==> config.mk <==
export PLATFORM = sky130hd
export DESIGN_NAME = bcde_exec
export DESIGN_NICKNAME = d
export VERILOG_FILES = /design/src/bcde_pkg.sv /design/src/bcde_exec.sv
export SDC_FILE = /design/constraint.sdc
export NUM_CORES = 1
export LEC_CHECK = 0
export BUFFER_PORTS_ARGS = -buffer_cell sky130_fd_sc_hd__buf_2
export CORE_UTILIZATION = 29
export DETAILED_ROUTE_END_ITERATION = 12
export PLACE_DENSITY = 0.52
export SLEW_MARGIN = 40
export SYNTH_ARGS = -nofsm -noshare
export SYNTH_HDL_FRONTEND = slang
export SYNTH_SLANG_ARGS = --single-unit
==> constraint.sdc <==
create_clock -name pclk -period 9.72 [get_ports pclk]
set_input_delay 1.944 -clock pclk [delete_from_list [all_inputs] [get_ports pclk]]
set_output_delay 1.944 -clock pclk [all_outputs]
set_load 0.01 [all_outputs]
==> src/bcde_pkg.sv <==
`default_nettype none
package bcde_pkg;
	// ----------------------------------------
	// Register byte offsets on the APB side
	// ----------------------------------------
	localparam logic [7:0] A_CTRL = 8'h00;
	localparam logic [7:0] A_FLAGS = 8'h04;
	localparam logic [7:0] A_ACC = 8'h08;
	localparam logic [7:0] A_BANK = 8'h0C;
	localparam logic [7:0] A_PC = 8'h10;
	localparam logic [7:0] A_TOS = 8'h14;
	localparam logic [7:0] A_SHADOW = 8'h18;
	localparam logic [7:0] A_INDEX = 8'h1C;
	localparam logic [7:0] A_STATE = 8'h20;
	// ----------------------------------------
	// Field positions and reset values
	// ----------------------------------------
	localparam int CTRL_RUN = 0;
	localparam int CTRL_EXT = 1;
	localparam int F_C = 0;
	localparam int F_DC = 1;
	localparam int F_Z = 2;
	localparam int F_OV = 3;
	localparam int F_N = 4;
	localparam logic [4:0] RST_FLAGS = 5'h00;
	localparam logic [7:0] RST_ACC = 8'h00;
	localparam logic [3:0] RST_BANK = 4'h0;
	localparam logic [11:0] RST_INDEX = 12'h000;
	// ----------------------------------------
	// Opcodes, addressing and arithmetic constants
	// ----------------------------------------
	localparam logic [7:0] OP_BZ = 8'hE0;
	localparam logic [6:0] OP_CALL1 = 7'h76;
	localparam logic [3:0] OP_CALL2 = 4'hF;
	localparam logic [15:0] OP_DAW = 16'h0007;
	localparam logic [5:0] OP_DEC = 6'h01;
	localparam logic [7:0] IDX_MAX = 8'h5F;
	localparam logic [7:0] ACC_SPLIT = 8'h60;
	localparam logic [3:0] ACC_HI_BANK = 4'hF;
	localparam logic [3:0] BCD_MAX = 4'h9;
	localparam logic [3:0] BCD_ADJ = 4'h6;
	localparam int PC_STEP = 2;
	localparam int CALL_RET = 4;
	// ----------------------------------------
	// State encodings
	// ----------------------------------------
	typedef enum logic [3:0] {
		PH_Q1 = 4'b0001, PH_Q2 = 4'b0010, PH_Q3 = 4'b0100, PH_Q4 = 4'b1000
	} bcde_phase_t;
	typedef enum logic [4:0] {
		K_NONE = 5'b00001, K_BZ = 5'b00010, K_CALL = 5'b00100,
		K_DAW = 5'b01000, K_DEC = 5'b10000
	} bcde_kind_t;
	typedef enum logic [2:0] {
		S_RUN = 3'b001, S_FLUSH = 3'b010, S_CALL2 = 3'b100
	} bcde_seq_t;
endpackage
`default_nettype wire

==> src/bcde_exec.sv <==
// Operation
// (RQ1) Zero flag set: branch loads PC plus two plus doubled offset; else falls through.
// (RQ2) Branch offset is two's complement, doubled, added to already advanced PC.
// (RQ3) Branch takes one cycle untaken, two taken; extra cycle does nothing.
// (RQ4) Call pushes PC plus four onto the return stack top.
// (RQ5) Call loads its 20-bit literal into PC bits 20 to 1.
// (RQ6) Shadow bit set: call copies accumulator, flags, bank select into shadows.
// (RQ7) Call is two words: 1110110 s k7:0, then 1111 k19:8.
// (RQ8) Decimal adjust corrects accumulator after BCD addition, touching only carry.
// (RQ9) Add six to nibble above nine or with its carry; carry propagates upward.
// (RQ10) Decrement subtracts one from file register, updating C, DC, N, OV, Z.
// (RQ11) Destination bit zero writes accumulator; one writes the file register back.
// (RQ12) Access bit zero uses access bank; one takes bank from bank select.
// (RQ13) Access zero with extended set and address up to 95 uses indexed offset.
// (RQ14) Decrement decodes from 000001 d a f7:0 and runs in one cycle.
// (RQ15) Branch offset is sign-extended to PC width before doubling.
`timescale 1ns/1ns
`default_nettype none
module bcde_exec import bcde_pkg::*; #(
	parameter int PC_W = 21
) (
	input wire logic pclk,
	input wire logic presetn,
	input wire logic psel,
	input wire logic penable,
	input wire logic pwrite,
	input wire logic [7:0] paddr,
	input wire logic [31:0] pwdata,
	output logic [31:0] prdata,
	output logic pready,
	output logic pslverr,
	output logic [PC_W-1:0] prog_addr,
	input wire logic [15:0] instr_word,
	input wire logic instr_valid,
	output logic instr_take,
	output logic [11:0] file_addr,
	output logic file_rd,
	input wire logic [7:0] file_rd_data,
	output logic file_wr,
	output logic [7:0] file_wdata,
	output logic [PC_W-1:0] return_stack_top,
	output logic ret_push
);
	// ----------------------------------------
	// Elaboration check
	// ----------------------------------------
	// Call literal fills bits 20:1 exactly, so the counter cannot be resized
	if (PC_W != 21) begin : g_bad_pc_w
		$error("PC_W must be 21");
	end

	// ----------------------------------------
	// State
	// ----------------------------------------
	bcde_phase_t phase_q;
	bcde_kind_t kind_q, kind_d;
	bcde_seq_t seq_q;
	logic run_q, ext_q;
	logic [15:0] ir_q;
	logic [7:0] k_lo_q;
	logic [PC_W-1:0] pc_q, tos_q;
	logic [7:0] acc_q, acc_sh_q;
	logic [4:0] flags_q, flags_sh_q;
	logic [3:0] bank_q, bank_sh_q;
	logic [11:0] index_q, addr_d;
	logic instr_take_q, ret_push_q;
	logic file_rd_q, file_wr_q;
	logic [11:0] file_addr_q;
	logic [7:0] file_wdata_q;
	logic [31:0] prdata_q, rd_mux;
	logic pready_q, pslverr_q, mapped;
	logic setup, apb_wr;
	logic q1_adv, q1_acc, ex3, ex4;
	logic [PC_W-1:0] step2, ret4, bz_off2, bz_target, call_tgt;
	logic bz_taken;
	logic [4:0] lo_sum, hi_sum;
	logic lo_fix, hi_fix, daw_c;
	logic [7:0] daw_res, dec_res;
	logic [4:0] dec_flags;

	// Outputs straight from flops
	assign prdata = prdata_q;
	assign pready = pready_q;
	assign pslverr = pslverr_q;
	assign prog_addr = pc_q;
	assign instr_take = instr_take_q;
	assign file_addr = file_addr_q;
	assign file_rd = file_rd_q;
	assign file_wr = file_wr_q;
	assign file_wdata = file_wdata_q;
	assign return_stack_top = tos_q;
	assign ret_push = ret_push_q;

	// ----------------------------------------
	// APB slave, zero wait states
	// ----------------------------------------
	assign setup = psel & ~penable;
	assign apb_wr = psel & penable & pready_q & pwrite;

	// Read mux; unmapped addresses flag an error and read zero
	always_comb begin
		mapped = 1'b1;
		rd_mux = 32'h0000_0000;
		unique case (paddr)
			A_CTRL: rd_mux = {30'h0, ext_q, run_q};
			A_FLAGS: rd_mux = {27'h0, flags_q};
			A_ACC: rd_mux = {24'h0, acc_q};
			A_BANK: rd_mux = {28'h0, bank_q};
			A_PC: rd_mux = 32'(pc_q);
			A_TOS: rd_mux = 32'(tos_q);
			A_SHADOW: rd_mux = {12'h0, bank_sh_q, 3'h0, flags_sh_q, acc_sh_q};
			A_INDEX: rd_mux = {20'h0, index_q};
			A_STATE: rd_mux = {20'h0, seq_q, kind_q, phase_q};
			default: mapped = 1'b0;
		endcase
	end

	// Answer one cycle after setup, so the access phase is one cycle
	always_ff @(posedge pclk or negedge presetn) begin
		if (!presetn) begin
			pready_q <= 1'b0;
			pslverr_q <= 1'b0;
			prdata_q <= 32'h0000_0000;
		end else begin
			pready_q <= setup;
			pslverr_q <= setup & ~mapped;
			prdata_q <= (setup & ~pwrite) ? rd_mux : 32'h0000_0000;
		end
	end

	// Software-only control registers
	always_ff @(posedge pclk or negedge presetn) begin
		if (!presetn) begin
			run_q <= 1'b0;
			ext_q <= 1'b0;
			bank_q <= RST_BANK;
			index_q <= RST_INDEX;
		end else if (apb_wr) begin
			if (paddr == A_CTRL) begin
				run_q <= pwdata[CTRL_RUN];
				ext_q <= pwdata[CTRL_EXT];
			end
			if (paddr == A_BANK)
				bank_q <= pwdata[3:0];
			if (paddr == A_INDEX)
				index_q <= pwdata[11:0];
		end
	end

	// ----------------------------------------
	// Instruction cycle: four phases per cycle
	// ----------------------------------------
	assign q1_adv = run_q & (phase_q == PH_Q1) & (instr_valid | (seq_q == S_FLUSH));
	assign q1_acc = q1_adv & (seq_q != S_FLUSH);
	assign ex3 = run_q & (phase_q == PH_Q3);
	assign ex4 = run_q & (phase_q == PH_Q4);

	// Phase sequencer; stalls in Q1 until a word is offered, except in a flush cycle
	always_ff @(posedge pclk or negedge presetn) begin
		if (!presetn) begin
			phase_q <= PH_Q1;
		end else if (!run_q) begin
			phase_q <= PH_Q1;
		end else begin
			unique case (phase_q)
				PH_Q1: if (q1_adv) phase_q <= PH_Q2;
				PH_Q2: phase_q <= PH_Q3;
				PH_Q3: phase_q <= PH_Q4;
				PH_Q4: phase_q <= PH_Q1;
			endcase
		end
	end

	// Decode of the offered word
	always_comb begin
		kind_d = K_NONE;
		if (seq_q == S_CALL2) begin
			kind_d = K_CALL;
		end else if (seq_q == S_RUN) begin
			if (instr_word[15:8] == OP_BZ)
				kind_d = K_BZ;
			else if (instr_word[15:9] == OP_CALL1) // [RQ7]
				kind_d = K_CALL;
			else if (instr_word == OP_DAW)
				kind_d = K_DAW;
			else if (instr_word[15:10] == OP_DEC) // [RQ14]
				kind_d = K_DEC;
		end
	end

	// File address: bank select, indexed offset or access bank
	always_comb begin
		if (instr_word[8])
			addr_d = {bank_q, instr_word[7:0]}; // [RQ12]
		else if (ext_q && instr_word[7:0] <= IDX_MAX)
			addr_d = index_q + {4'h0, instr_word[7:0]}; // [RQ13]
		else if (instr_word[7:0] < ACC_SPLIT)
			addr_d = {4'h0, instr_word[7:0]}; // [RQ12]
		else
			addr_d = {ACC_HI_BANK, instr_word[7:0]};
	end

	// Instruction latch; flush cycle takes no word
	always_ff @(posedge pclk or negedge presetn) begin
		if (!presetn) begin
			kind_q <= K_NONE;
			ir_q <= 16'h0000;
			instr_take_q <= 1'b0;
		end else begin
			instr_take_q <= q1_acc;
			if (q1_adv)
				kind_q <= kind_d;
			if (q1_acc)
				ir_q <= instr_word;
		end
	end

	// ----------------------------------------
	// Datapath
	// ----------------------------------------
	// Offset sign-extended before doubling so backward targets wrap
	assign step2 = pc_q + PC_W'(PC_STEP);
	assign ret4 = pc_q + PC_W'(CALL_RET);
	assign bz_off2 = {{(PC_W-9){ir_q[7]}}, ir_q[7:0], 1'b0}; // [RQ2] [RQ15]
	assign bz_target = step2 + bz_off2; // [RQ1]
	assign bz_taken = (kind_q == K_BZ) & flags_q[F_Z];
	assign call_tgt = {ir_q[11:0], k_lo_q, 1'b0}; // [RQ5]

	// Packed BCD correction, low nibble carry feeds the high nibble
	assign lo_fix = (acc_q[3:0] > BCD_MAX) | flags_q[F_DC];
	assign lo_sum = {1'b0, acc_q[3:0]} + (lo_fix ? {1'b0, BCD_ADJ} : 5'h00); // [RQ9]
	// High digit is tested after the low carry lands, else 9 plus a carry stays A
	assign hi_fix = (({1'b0, acc_q[7:4]} + {4'h0, lo_sum[4]}) > {1'b0, BCD_MAX})
		| flags_q[F_C]; // [RQ9]
	assign hi_sum = {1'b0, acc_q[7:4]} + (hi_fix ? {1'b0, BCD_ADJ} : 5'h00)
		+ {4'h0, lo_sum[4]}; // [RQ9]
	assign daw_res = {hi_sum[3:0], lo_sum[3:0]};
	assign daw_c = hi_sum[4] | flags_q[F_C];

	// Decrement result and flags, borrow shown as carry clear
	assign dec_res = file_rd_data - 8'h01;
	assign dec_flags = {dec_res[7], file_rd_data == 8'h80, dec_res == 8'h00,
		file_rd_data[3:0] != 4'h0, file_rd_data != 8'h00}; // [RQ10]

	// File port: read in Q2, data back by Q3, write in Q4
	always_ff @(posedge pclk or negedge presetn) begin
		if (!presetn) begin
			file_rd_q <= 1'b0;
			file_wr_q <= 1'b0;
			file_addr_q <= 12'h000;
			file_wdata_q <= 8'h00;
		end else begin
			file_rd_q <= q1_acc & (kind_d == K_DEC);
			file_wr_q <= ex3 & (kind_q == K_DEC) & ir_q[9]; // [RQ11]
			if (q1_acc && kind_d == K_DEC)
				file_addr_q <= addr_d;
			if (ex3 && kind_q == K_DEC)
				file_wdata_q <= dec_res;
		end
	end

	// Accumulator; core update wins over a software write
	always_ff @(posedge pclk or negedge presetn) begin
		if (!presetn)
			acc_q <= RST_ACC;
		else if (ex3 && kind_q == K_DAW)
			acc_q <= daw_res; // [RQ8]
		else if (ex3 && kind_q == K_DEC && !ir_q[9])
			acc_q <= dec_res; // [RQ11]
		else if (apb_wr && paddr == A_ACC)
			acc_q <= pwdata[7:0];
	end

	// Status flags
	always_ff @(posedge pclk or negedge presetn) begin
		if (!presetn)
			flags_q <= RST_FLAGS;
		else if (ex3 && kind_q == K_DEC)
			flags_q <= dec_flags; // [RQ10]
		else if (ex3 && kind_q == K_DAW)
			flags_q[F_C] <= daw_c; // [RQ8]
		else if (apb_wr && paddr == A_FLAGS)
			flags_q <= pwdata[4:0];
	end

	// Call first word: push return address, optional shadow copy
	always_ff @(posedge pclk or negedge presetn) begin
		if (!presetn) begin
			tos_q <= '0;
			ret_push_q <= 1'b0;
			k_lo_q <= 8'h00;
			acc_sh_q <= RST_ACC;
			flags_sh_q <= RST_FLAGS;
			bank_sh_q <= RST_BANK;
		end else begin
			ret_push_q <= ex3 & (kind_q == K_CALL) & (seq_q == S_RUN);
			if (ex3 && kind_q == K_CALL && seq_q == S_RUN) begin
				tos_q <= ret4; // [RQ4]
				k_lo_q <= ir_q[7:0];
				if (ir_q[8]) begin
					acc_sh_q <= acc_q; // [RQ6]
					flags_sh_q <= flags_q;
					bank_sh_q <= bank_q;
				end
			end else if (apb_wr && paddr == A_TOS) begin
				tos_q <= pwdata[PC_W-1:0];
			end
		end
	end

	// Program counter, updated in Q4
	always_ff @(posedge pclk or negedge presetn) begin
		if (!presetn) begin
			pc_q <= '0;
		end else if (ex4) begin
			if (seq_q == S_CALL2)
				pc_q <= (ir_q[15:12] == OP_CALL2) ? call_tgt : step2; // [RQ7]
			else if (seq_q == S_RUN && bz_taken)
				pc_q <= bz_target; // [RQ1]
			else if (seq_q == S_RUN)
				pc_q <= step2;
		end else if (apb_wr && paddr == A_PC) begin
			pc_q <= pwdata[PC_W-1:0];
		end
	end

	// Cycle sequencing: taken branch adds an idle cycle, call a second word
	always_ff @(posedge pclk or negedge presetn) begin
		if (!presetn) begin
			seq_q <= S_RUN;
		end else if (ex4) begin
			unique case (seq_q)
				S_RUN: begin
					if (bz_taken)
						seq_q <= S_FLUSH; // [RQ3]
					else if (kind_q == K_CALL)
						seq_q <= S_CALL2;
				end
				S_FLUSH: seq_q <= S_RUN;
				S_CALL2: seq_q <= S_RUN;
			endcase
		end
	end
endmodule
`default_nettype wire

==> impl_metrics.json, run 1 <==
{
  "pwr-share-seq": 0.479,
  "dieArea_um2": 37500,
  "rsz0062_at_grt": "false",
  "syn_area_um2": 10600,
  "cts_buffers": 17,
  "pre_cts_slack_ps": 4780,
  "nets": 1403,
  "post_cts.repair.setup_buffers": 0,
  "timing.final.ws_setup_ps": 5430,
  "cap_violations": 0,
  "antennaDiodeCount": 0,
  "track_usage": 0.204,
  "wl_per_cell_um": 21.6,
  "grt-ovfl-total": 0,
  "io_buffer_count": 147,
  "endpoint_kind": "flop",
  "fin_crit_sh": 0.441,
  "critical_path.slowest_cell": "or4b_4",
  "ys_seq_area_frac": 0.407,
  "cp_cell_sequence": "buf_2 > or4b_4 > nor2_4 > nand3_1 > nand2_2 > o21ai_0 > nand2b_1 > o22ai_1",
  "coreArea_um2": 35800,
  "p_per_area_nw_per_um2": 124,
  "drive_above_1_share": 0.202,
  "cts_resized": 0,
  "ir_drop_uv": 95.3,
  "area_growth_syn_to_layout_pct": 16.3,
  "route.vias.total": 9578,
  "die_h_um": 194,
  "initial_core_util": 0.297,
  "syn_inst": 1173,
  "required_ps": 10090,
  "clk_latency_ps": 440,
  "startpoint": "paddr[5]",
  "critPathMaxStageDelay_ps": 590,
  "place_area_um2": 11800,
  "grt_pass1_vias": 9181,
  "synth_edf_count": 0,
  "cts_hold_buf": 0,
  "setup_viol": 0,
  "critPathKind": "in2reg",
  "drt_iter0_drc": 871,
  "rr_startpoint": "prog_addr[2]$_DFFE_PN0P_",
  "cts_sinks": 173,
  "clk_pin_slew_ps": 70,
  "crit_path_start_kind": "input pin",
  "cts_root_buf": "clkbuf_16",
  "drv_slew": 0,
  "finClkSkew_ps": 11.1,
  "via_per_inst": 5.42,
  "cts_tree": "yes",
  "synthDistinctLibCells": 77,
  "final_antenna_net_count": 0,
  "path_buf_inv": 1,
  "outcome": "completed",
  "placementRows": 69,
  "die_w_um": 194,
  "worstPathArrival_ps": 4660,
  "crit_fanout": 23,
  "hold_slack_ps": 472,
  "ioPinCount": 170,
  "drcViolationCount": 0,
  "fin_util": 0.345,
  "synth_flop_cell": "dfrtp_1",
  "finalCriticalPeriod_ps": 4290,
  "async_flop_share": 1.00,
  "ys_ff_latch": 173,
  "power.leakage_uw": 0.00555,
  "internal_power_uw": 1140,
  "gp_congestion": 0.879,
  "comb_power_share": 0.066,
  "cp_top_family": "simple AND/OR/NAND/NOR gates",
  "maxSlewHeadroom": 0.455,
  "switchingPower_uw": 393,
  "grt_pass1_wl_um": 57900,
  "hp-class": "reg2reg",
  "antenna_found_initial": 0,
  "tns_ps": 0,
  "final_area_um2": 12400,
  "dr.pass1.iters": 8,
  "fmax_mhz": 233,
  "power_frac_clock": 0.455,
  "cts-htree-levels": 4,
  "min_from": "file_addr[9]$_DFFE_PN0P_",
  "grt_max_degree": 71,
  "finalHoldViolations": 0,
  "dpl.hpwl_um": 29000,
  "wirelength_um": 38200,
  "swShare": 0.256,
  "avgSynthCellArea_um2": 9.07,
  "tightest_slew_ps": 818,
  "yosysWarnings": 0,
  "clk_path_buf_depth": 2
}
==> power groups by stage <==
stage / logic [µW] / registers, µW / clock network (µW)
2_1_floorplan: 48.9 / 744 / 0
3_3_place_gp: 101 / 748 / 0
3_5_place_dp: 102 / 748 / 0
4_1_cts: 102 / 734 / 712
5_1_grt: 112 / 734 / 740
6_report: 101 / 734 / 697
==> worst register-to-register path, delay by kind of cell (launching register included) <==
family	cells	cell delay, ps
adders and majority gates	2	800
and+or+nand+nor	6	1460
xor gates and xnor gates	1	280
AOI/OAI and AO/OA	4	910
DFF	1	680
==> per-stage QoR <==
stage,instances,power (µW)
finish,1766,1530
floorplan,1183,793
global placement,1730,849
detailed placement,1734,850
global route,1766,1590
CTS,1766,1550
==> cell type report <==
cell class / count / area [µm²]
Clock buffer: 17 / 425
Clock inverter: 15 / 163
Fill cell: 3709 / 23500
Inverter: 36 / 135
Multi-Input combinational cell: 903 / 5890
Sequential cell: 173 / 4330
Tap cell: 461 / 577
Timing Repair Buffer: 161 / 855
==> flip-flops by register name (all words and copies together), names as in the netlist, 8 cells and up <==
name,flops
acc_sh_q,8
file_wdata,8
prdata,21
k_lo_q,8
prog_addr,21
index_q,12
acc_q,8
ir_q,16
return_stack_top,21
file_addr,12
==> kinds of logic after synthesis <==
logic type / Yosys count / synth area share
compound gates: 284 / 0.171
xor+xnor: 68 / 0.0560
fa+ha+maj: 41 / 0.0503
buf+inv: 107 / 0.0451
flops: 173 / 0.407
mux: 74 / 0.0745
other cells: 1 / 0.000352
simple gates: 425 / 0.196
==> per-layer routing <==
layer,up-vias,GRT usage,part of all wire
li1,4463,-,-
met1,4717,0.276,0.44
met3,51,0.0309,0.060
met4,0,0.0616,0.023
met5,-,0,0
met2,347,0.336,0.47
==> path summary, 6_finish.rpt <==
check                                                  to  slack, ps  depth (start not counted)
worst max-delay path            prog_addr[18]$_DFFE_PN0P_       5430                          8
max in group asynchronous       file_wdata[4]$_DFFE_PN0P_       6560                          3
worst min-delay path             file_addr[9]$_DFFE_PN0P_        470                          2
worst max register to register  prog_addr[19]$_DFFE_PN0P_       5470                         13
worst min register to register   file_addr[9]$_DFFE_PN0P_        470                          2
min in group asynchronous        file_addr[2]$_DFFE_PN0P_       1510                          1
==> Yosys cell counts (18+ instances only) <==
| cell type | instances | area, µm² |
|---|---|---|
| mux2_2 | 42 | 473 |
| nand2_1 | 153 | 574 |
| a222oi_1 | 23 | 230 |
| nor2_1 | 103 | 387 |
| dfrtp_1 | 170 | 4250 |
| ha_1 | 38 | 475 |
| o21ai_0 | 78 | 390 |
| buf_2 | 18 | 90.1 |
| mux2i_1 | 32 | 320 |
| a21oi_1 | 77 | 385 |
| clkbuf_1 | 38 | 143 |
| xor2_1 | 33 | 289 |
| nand3_1 | 28 | 140 |
| nor3_1 | 23 | 115 |
| inv_1 | 35 | 131 |
| xnor2_1 | 35 | 307 |
==> placed cells by master (no fill, tap or decap), drive strengths merged, types with 17 or more instances in the layout <==
cell | Yosys | routed
a222oi | 23 | 23
nor3 | 25 | 25
o21ai | 78 | 78
a21oi | 77 | 77
dfrtp | 170 | 170
xnor2 | 35 | 35
nor2 | 105 | 105
clkbuf | 38 | 17
ha | 38 | 38
mux2i | 32 | 32
nand3 | 28 | 28
buf | 33 | 161
mux2 | 42 | 42
nand4 | 20 | 20
inv | 35 | 39
xor2 | 33 | 33
nand2 | 154 | 154
Note: power is estimated with default switching activity, not from simulation.
==> run 2: changes to the inputs <==
--- a/config.mk
+++ b/config.mk
@@ -8,7 +8,7 @@
 export BUFFER_PORTS_ARGS = -buffer_cell sky130_fd_sc_hd__buf_2
 export CORE_UTILIZATION = 29
 export DETAILED_ROUTE_END_ITERATION = 12
-export PLACE_DENSITY = 0.52
+export PLACE_DENSITY = 0.54
 export SLEW_MARGIN = 40
 export SYNTH_ARGS = -nofsm -noshare
 export SYNTH_HDL_FRONTEND = slang
==> constraint.sdc (replaced) <==
create_clock -name pclk -period 3.8 [get_ports pclk]
set_input_delay 0.76 -clock pclk [delete_from_list [all_inputs] [get_ports pclk]]
set_output_delay 0.76 -clock pclk [all_outputs]
set_load 0.01 [all_outputs]
==> impl_metrics.json, run 2 (same netlist as run 1, synthesis figures left out) <==
{
  "outcome": "completed",
  "fin_crit_sh": 0.957,
  "die_w_um": 194,
  "tightest_slew_ps": 847,
  "ir_drop_uv": 300,
  "placementRows": 69,
  "dieArea_um2": 37500,
  "required_ps": 4120,
  "fin_util": 0.353,
  "grt_pass1_wl_um": 58500,
  "drive_above_1_share": 0.220,
  "pwr-share-seq": 0.468,
  "layout_commonest_cell": "dfrtp_1",
  "crit_fanout": 6,
  "layout_common_cells": "dfrtp_1 (170), nand2_1 (153), buf_2 (146)",
  "switchingPower_uw": 1020,
  "grt_max_degree": 79,
  "cts_hold_buf": 0,
  "finClkSkew_ps": 15.9,
  "cts-htree-levels": 4,
  "path_buf_inv": 0,
  "initial_core_util": 0.297,
  "critPathKind": "reg2reg",
  "final_cells": 1795,
  "die_h_um": 194,
  "worstPathArrival_ps": 3960,
  "drt_iter0_drc": 1038,
  "area_growth_syn_to_layout_pct": 18.7,
  "clk_path_buf_depth": 2,
  "clk_pin_slew_ps": 70,
  "clk_latency_ps": 460,
  "cp_cell_sequence": "ha_1 > and3_1 > nand4_1 > nor2_1 > xor2_2 > ha_1 > nor2b_1 > or3_1 > or3_1 > a311o_1 > a32oi_1 > o311ai_1",
  "gp_congestion": 0.941,
  "via_per_inst": 5.45,
  "rsz0062_at_grt": "true",
  "dpl.hpwl_um": 29700,
  "finalCriticalPeriod_ps": 3640,
  "power.total_uw": 4010,
  "cts_sinks": 173,
  "critical_path.slowest_cell": "dfrtp_1",
  "wl_per_cell_um": 21.5,
  "p_per_area_nw_per_um2": 318,
  "fmax_mhz": 275,
  "cts_tree": "yes",
  "route.vias.total": 9777,
  "maxSlewHeadroom": 0.433,
  "internal_power_uw": 2990,
  "comb_power_share": 0.067,
  "grt_pass1_vias": 9386,
  "grt-ovfl-total": 0,
  "nFillCells": 3679,
  "critPathMaxStageDelay_ps": 470,
  "power_frac_clock": 0.466,
  "endpoint_kind": "flop",
  "ioPinCount": 170,
  "dp.cells": 1763,
  "antenna_found_initial": 1,
  "final_antenna_net_count": 0,
  "wirelength_um": 38700,
  "hp-class": "in2async",
  "place_area_um2": 12000,
  "drcViolationCount": 0,
  "finalHoldViolations": 0,
  "drv_slew": 0,
  "io_buffer_count": 147,
  "cap_violations": 0,
  "track_usage": 0.205,
  "antennaDiodeCount": 0,
  "setup_viol": 0,
  "swShare": 0.254,
  "tns_ps": 0,
  "final_area_um2": 12600,
  "nets": 1432,
  "power.leakage_uw": 0.00572,
  "cp_top_family": "simple AND/OR/NAND/NOR gates",
  "crit_path_start_kind": "flop",
  "cts_buffers": 17,
  "dr.pass1.iters": 6,
  "coreArea_um2": 35800,
  "cts_root_buf": "clkbuf_16"
}
run 2: cell types whose count changed in the layout (fill, tap and decap cells not counted), moves of 2 or more:
cell / previous run / this run
clkinv_4: 2 / 4
clkinvlp_4: 6 / 2
buf_6: 3 / 0
buf_4: 12 / 42
run 2: what timing repair did:
action	in CTS	in global routing
endpoints found under the setup margin	0	4
resized for setup	0	5
setup buffers	0	0
endpoints found under the hold margin	0	0
run 2: area by class of cell:
class,count,area [µm²],share of cell area
multi-input cells,903,5890,0.467
flip-flops and latches,173,4330,0.343
repair buffers,190,1080,0.0855
well taps,461,577,0.0457
clock buffers,18,429,0.0340
clock inverters,14,184,0.0146
inverters,36,135,0.0107
run 2: worst reg2reg max path, cell delays in order, from the launching register on:
cell and delay, ps:
dfrtp_1 470, ha_1 220, and3_1 270, nand4_1 250, nor2_1 250, xor2_2 220
ha_1 340, nor2b_1 180, or3_1 320, or3_1 310, a311o_1 360, a32oi_1 210
o311ai_1 120
run 2: final timing paths:
kind                       cells past startpoint                      from                          endpoint  slack [ps]
hold reg to reg                                2  file_addr[5]$_DFFE_PN0P_          file_addr[5]$_DFFE_PN0P_         480
min in group pclk                              2  file_addr[5]$_DFFE_PN0P_          file_addr[5]$_DFFE_PN0P_         480
hold / removal                                 1                   presetn          file_addr[1]$_DFFE_PN0P_         360
setup / recovery                              12  prog_addr[2]$_DFFE_PN0P_         prog_addr[19]$_DFFE_PN0P_         160
max in group asynchronous                      2                   presetn  return_stack_top[11]$_DFFE_PN0P_        2620
setup reg to reg                              12  prog_addr[2]$_DFFE_PN0P_         prog_addr[19]$_DFFE_PN0P_         160
run 2: per-layer routing:
layer  vias to the layer above  global-route usage  share of wire  wire (µm)
li1                       4510                   -              -          -
met1                      4849               0.271           0.43      16800
met2                       361               0.340           0.48      18400
met3                        55              0.0392          0.068       2630
met4                         2              0.0587          0.021        797
met5                         -                   0        0.00028         11
run 2: power groups by stage:
stage               combinational, µW  clock [µW]  sequential [µW]
global placement                  264           0             1910
global route                      295        1970             1880
CTS                               268        1890             1880
floorplan                         125           0             1900
detailed placement                267           0             1910
finish                            268        1870             1880
run 2: metrics by stage:
stage	hold WS, ps	setup WS [ps]
3_3_place_gp	459	285
5_1_grt	408	-34.7
4_1_cts	397	152
2_1_floorplan	437	414
6_report	364	163
3_5_place_dp	468	177
==> run 3: changes to the inputs <==
--- a/config.mk
+++ b/config.mk
@@ -5,10 +5,12 @@
 export SDC_FILE = /design/constraint.sdc
 export NUM_CORES = 1
 export LEC_CHECK = 0
+export ABC_AREA = 1
 export BUFFER_PORTS_ARGS = -buffer_cell sky130_fd_sc_hd__buf_2
-export CORE_UTILIZATION = 29
+export CORE_MARGIN = 4
+export CORE_UTILIZATION = 53
 export DETAILED_ROUTE_END_ITERATION = 12
-export PLACE_DENSITY = 0.54
+export PLACE_DENSITY = 0.84
 export SLEW_MARGIN = 40
 export SYNTH_ARGS = -nofsm -noshare
 export SYNTH_HDL_FRONTEND = slang
==> impl_metrics.json, run 3 <==
{
  "final_cells": 1960,
  "synth_mux_area_frac": 0.00408,
  "area_growth_syn_to_layout_pct": 12.2,
  "drcViolationCount": 0,
  "synth_top_area_cell": "dfrtp_1",
  "maxSlewHeadroom": 0.524,
  "cts_resized": 0,
  "post_cts.repair.setup_buffers": 0,
  "synth_edf_count": 0,
  "crit_fanout": 6,
  "ir_drop_uv": 346,
  "critPathKind": "reg2reg",
  "met2RoutedLength_um": 16200,
  "grt_pass1_vias": 10600,
  "avgSynthCellArea_um2": 7.34,
  "crit_path_start_kind": "flop",
  "cts_sinks": 173,
  "dp.cells": 1927,
  "ioPinCount": 170,
  "clk_latency_ps": 440,
  "synthMostInstantiatedCell": "nand2_1",
  "syn_area_um2": 11300,
  "wirelength_um": 37300,
  "tightest_slew_ps": 714,
  "final_area_um2": 12700,
  "place_area_um2": 12200,
  "finalHoldViolations": 0,
  "timing.final.ws_setup_ps": 315,
  "via_per_inst": 5.93,
  "rr_startpoint": "prog_addr[2]$_DFFE_PN0P_",
  "required_ps": 4140,
  "worstPathArrival_ps": 3820,
  "cts_buffers": 17,
  "startpoint": "prog_addr[2]$_DFFE_PN0P_",
  "synthDistinctLibCells": 64,
  "power.total_uw": 3780,
  "setup_viol": 0,
  "track_usage": 0.308,
  "p_per_area_nw_per_um2": 297,
  "die_w_um": 154,
  "dr.pass1.iters": 7,
  "wl_met3_um": 4580,
  "layout_commonest_cell": "nand2_1",
  "r2r_cells": 18,
  "die_h_um": 154,
  "outcome": "completed",
  "syn_inst": 1545,
  "grt-ovfl-total": 0,
  "finClkSkew_ps": 14.0,
  "tns_ps": 0,
  "dieArea_um2": 23800,
  "antenna_found_initial": 0,
  "routed.top_layer": "met4",
  "synth_xor_xnor_area_share": 0.0309,
  "grt_max_degree": 75,
  "synth_flop_cell": "dfrtp_1",
  "synth_area_leaders": "dfrtp_1 (37%), nand2_1 (13%), inv_1 (6.4%)",
  "gp_congestion": 1.02,
  "wl_met1_um": 14900,
  "synth_top_area_frac": 0.375,
  "yosysWarnings": 0,
  "synth_compound_area_frac": 0.184,
  "cts_hold_buf": 0,
  "fin_crit_sh": 0.917,
  "ys_seq_area_frac": 0.382,
  "fmax_mhz": 287,
  "cap_violations": 0,
  "cts_tree": "yes",
  "nets": 1782,
  "drv_slew": 0,
  "dpl.hpwl_um": 28400,
  "wl_per_cell_um": 19.0,
  "clk_pin_slew_ps": 70,
  "route.vias.total": 11600,
  "rsz0062_at_grt": "false",
  "cts_root_buf": "clkbuf_16",
  "clk_path_buf_depth": 2,
  "coreArea_um2": 21000,
  "pre_cts_slack_ps": 203,
  "synth_common_cells": "nand2_1 (388), inv_1 (194), dfrtp_1 (170)",
  "cts-htree-levels": 4,
  "yosys.area_share.simple": 0.249,
  "async_flop_share": 1.00,
  "drive_above_1_share": 0.145,
  "final_antenna_net_count": 0,
  "placementRows": 53,
  "layout_common_cells": "nand2_1 (387), inv_1 (193), dfrtp_1 (170)",
  "endpoint_kind": "flop",
  "synth_top_family_by_area": "simple AND/OR/NAND/NOR gates",
  "finalCriticalPeriod_ps": 3490,
  "io_buffer_count": 147,
  "hp-class": "in2async",
  "drt_iter0_drc": 1443,
  "ys_ff_latch": 173,
  "power.leakage_uw": 0.00639,
  "grt_pass1_wl_um": 57900,
  "initial_core_util": 0.540,
  "synthAdderAreaFrac": 0.0472
}
run 3: changes by cell type in the layout (fill, tap and decap cells not counted), moves of 21 or more:
cell,delta
buf_4,-30
nand3_1,+53
xnor2_1,-26
nand2_1,+234
nor2_1,+21
a222oi_1,-23
o21ai_0,+58
mux2_2,-41
inv_1,+158
mux2i_1,-30
a21oi_1,+27
run 3: layer usage:
layer / GRT usage / vias up
li1: - / 5342
met2: 0.468 / 748
met5: 0 / -
met1: 0.428 / 5386
met4: 0.119 / 0
met3: 0.0739 / 139
run 3: worst paths after layout:
check	endpoint	slack, ps
max in group asynchronous	phase_q[0]$_DFFE_PN1P_	2470
hold / removal	prdata[14]$_DFF_PN0_	340
hold reg to reg	file_wdata[2]$_DFFE_PN0P_	470
min in group pclk	file_wdata[2]$_DFFE_PN0P_	470
setup / recovery	prog_addr[14]$_DFFE_PN0P_	310
setup reg to reg	prog_addr[14]$_DFFE_PN0P_	310
run 3: metrics by stage:
step,util,hold slack (ps)
6_report,0.606,340
5_1_grt,0.606,397
4_1_cts,0.605,369
3_5_place_dp,0.580,454
3_3_place_gp,0.580,454
2_1_floorplan,-,442
run 3: worst max-delay path: stages (launching register included):
cell	delay, ps
dfrtp_1	440
ha_1	380
nand2_1	170
nor2_1	250
nand2_1	160
xor2_1	300
inv_1	90
ha_1	340
nand2_1	110
nor2_1	150
nand3_1	100
nand3_1	160
nand2_1	90
nand3_1	70
nand2_1	40
o21ai_0	280
nand2_1	130
nand2_1	80
nand2_1	40
run 3: cells by family after synthesis:
group / count (synthesis)
AOI/OAI and AO/OA: 356
xor gates and xnor gates: 40
adders and majority gates: 41
buffers and inverters: 268
DFF: 173
muxes: 4
other: 1
and+or+nand+nor: 662
run 3: power breakdown:
group	total (µW)	leakage (µW)	internal (µW)	switching, µW
clock	1640	0.000253	858	781
combinational	268	0.00394	79.3	189
sequential	1870	0.00219	1860	18.0
run 3: cell type report:
cell class / count / area [µm²]
Fill cell: 1908 / 8290
Multi-Input combinational cell: 1114 / 5890
Sequential cell: 173 / 4330
Timing Repair Buffer: 160 / 852
Inverter: 205 / 776
Clock buffer: 20 / 447
Tap cell: 275 / 344
Clock inverter: 12 / 88.8
Antenna cell: 1 / 2.50
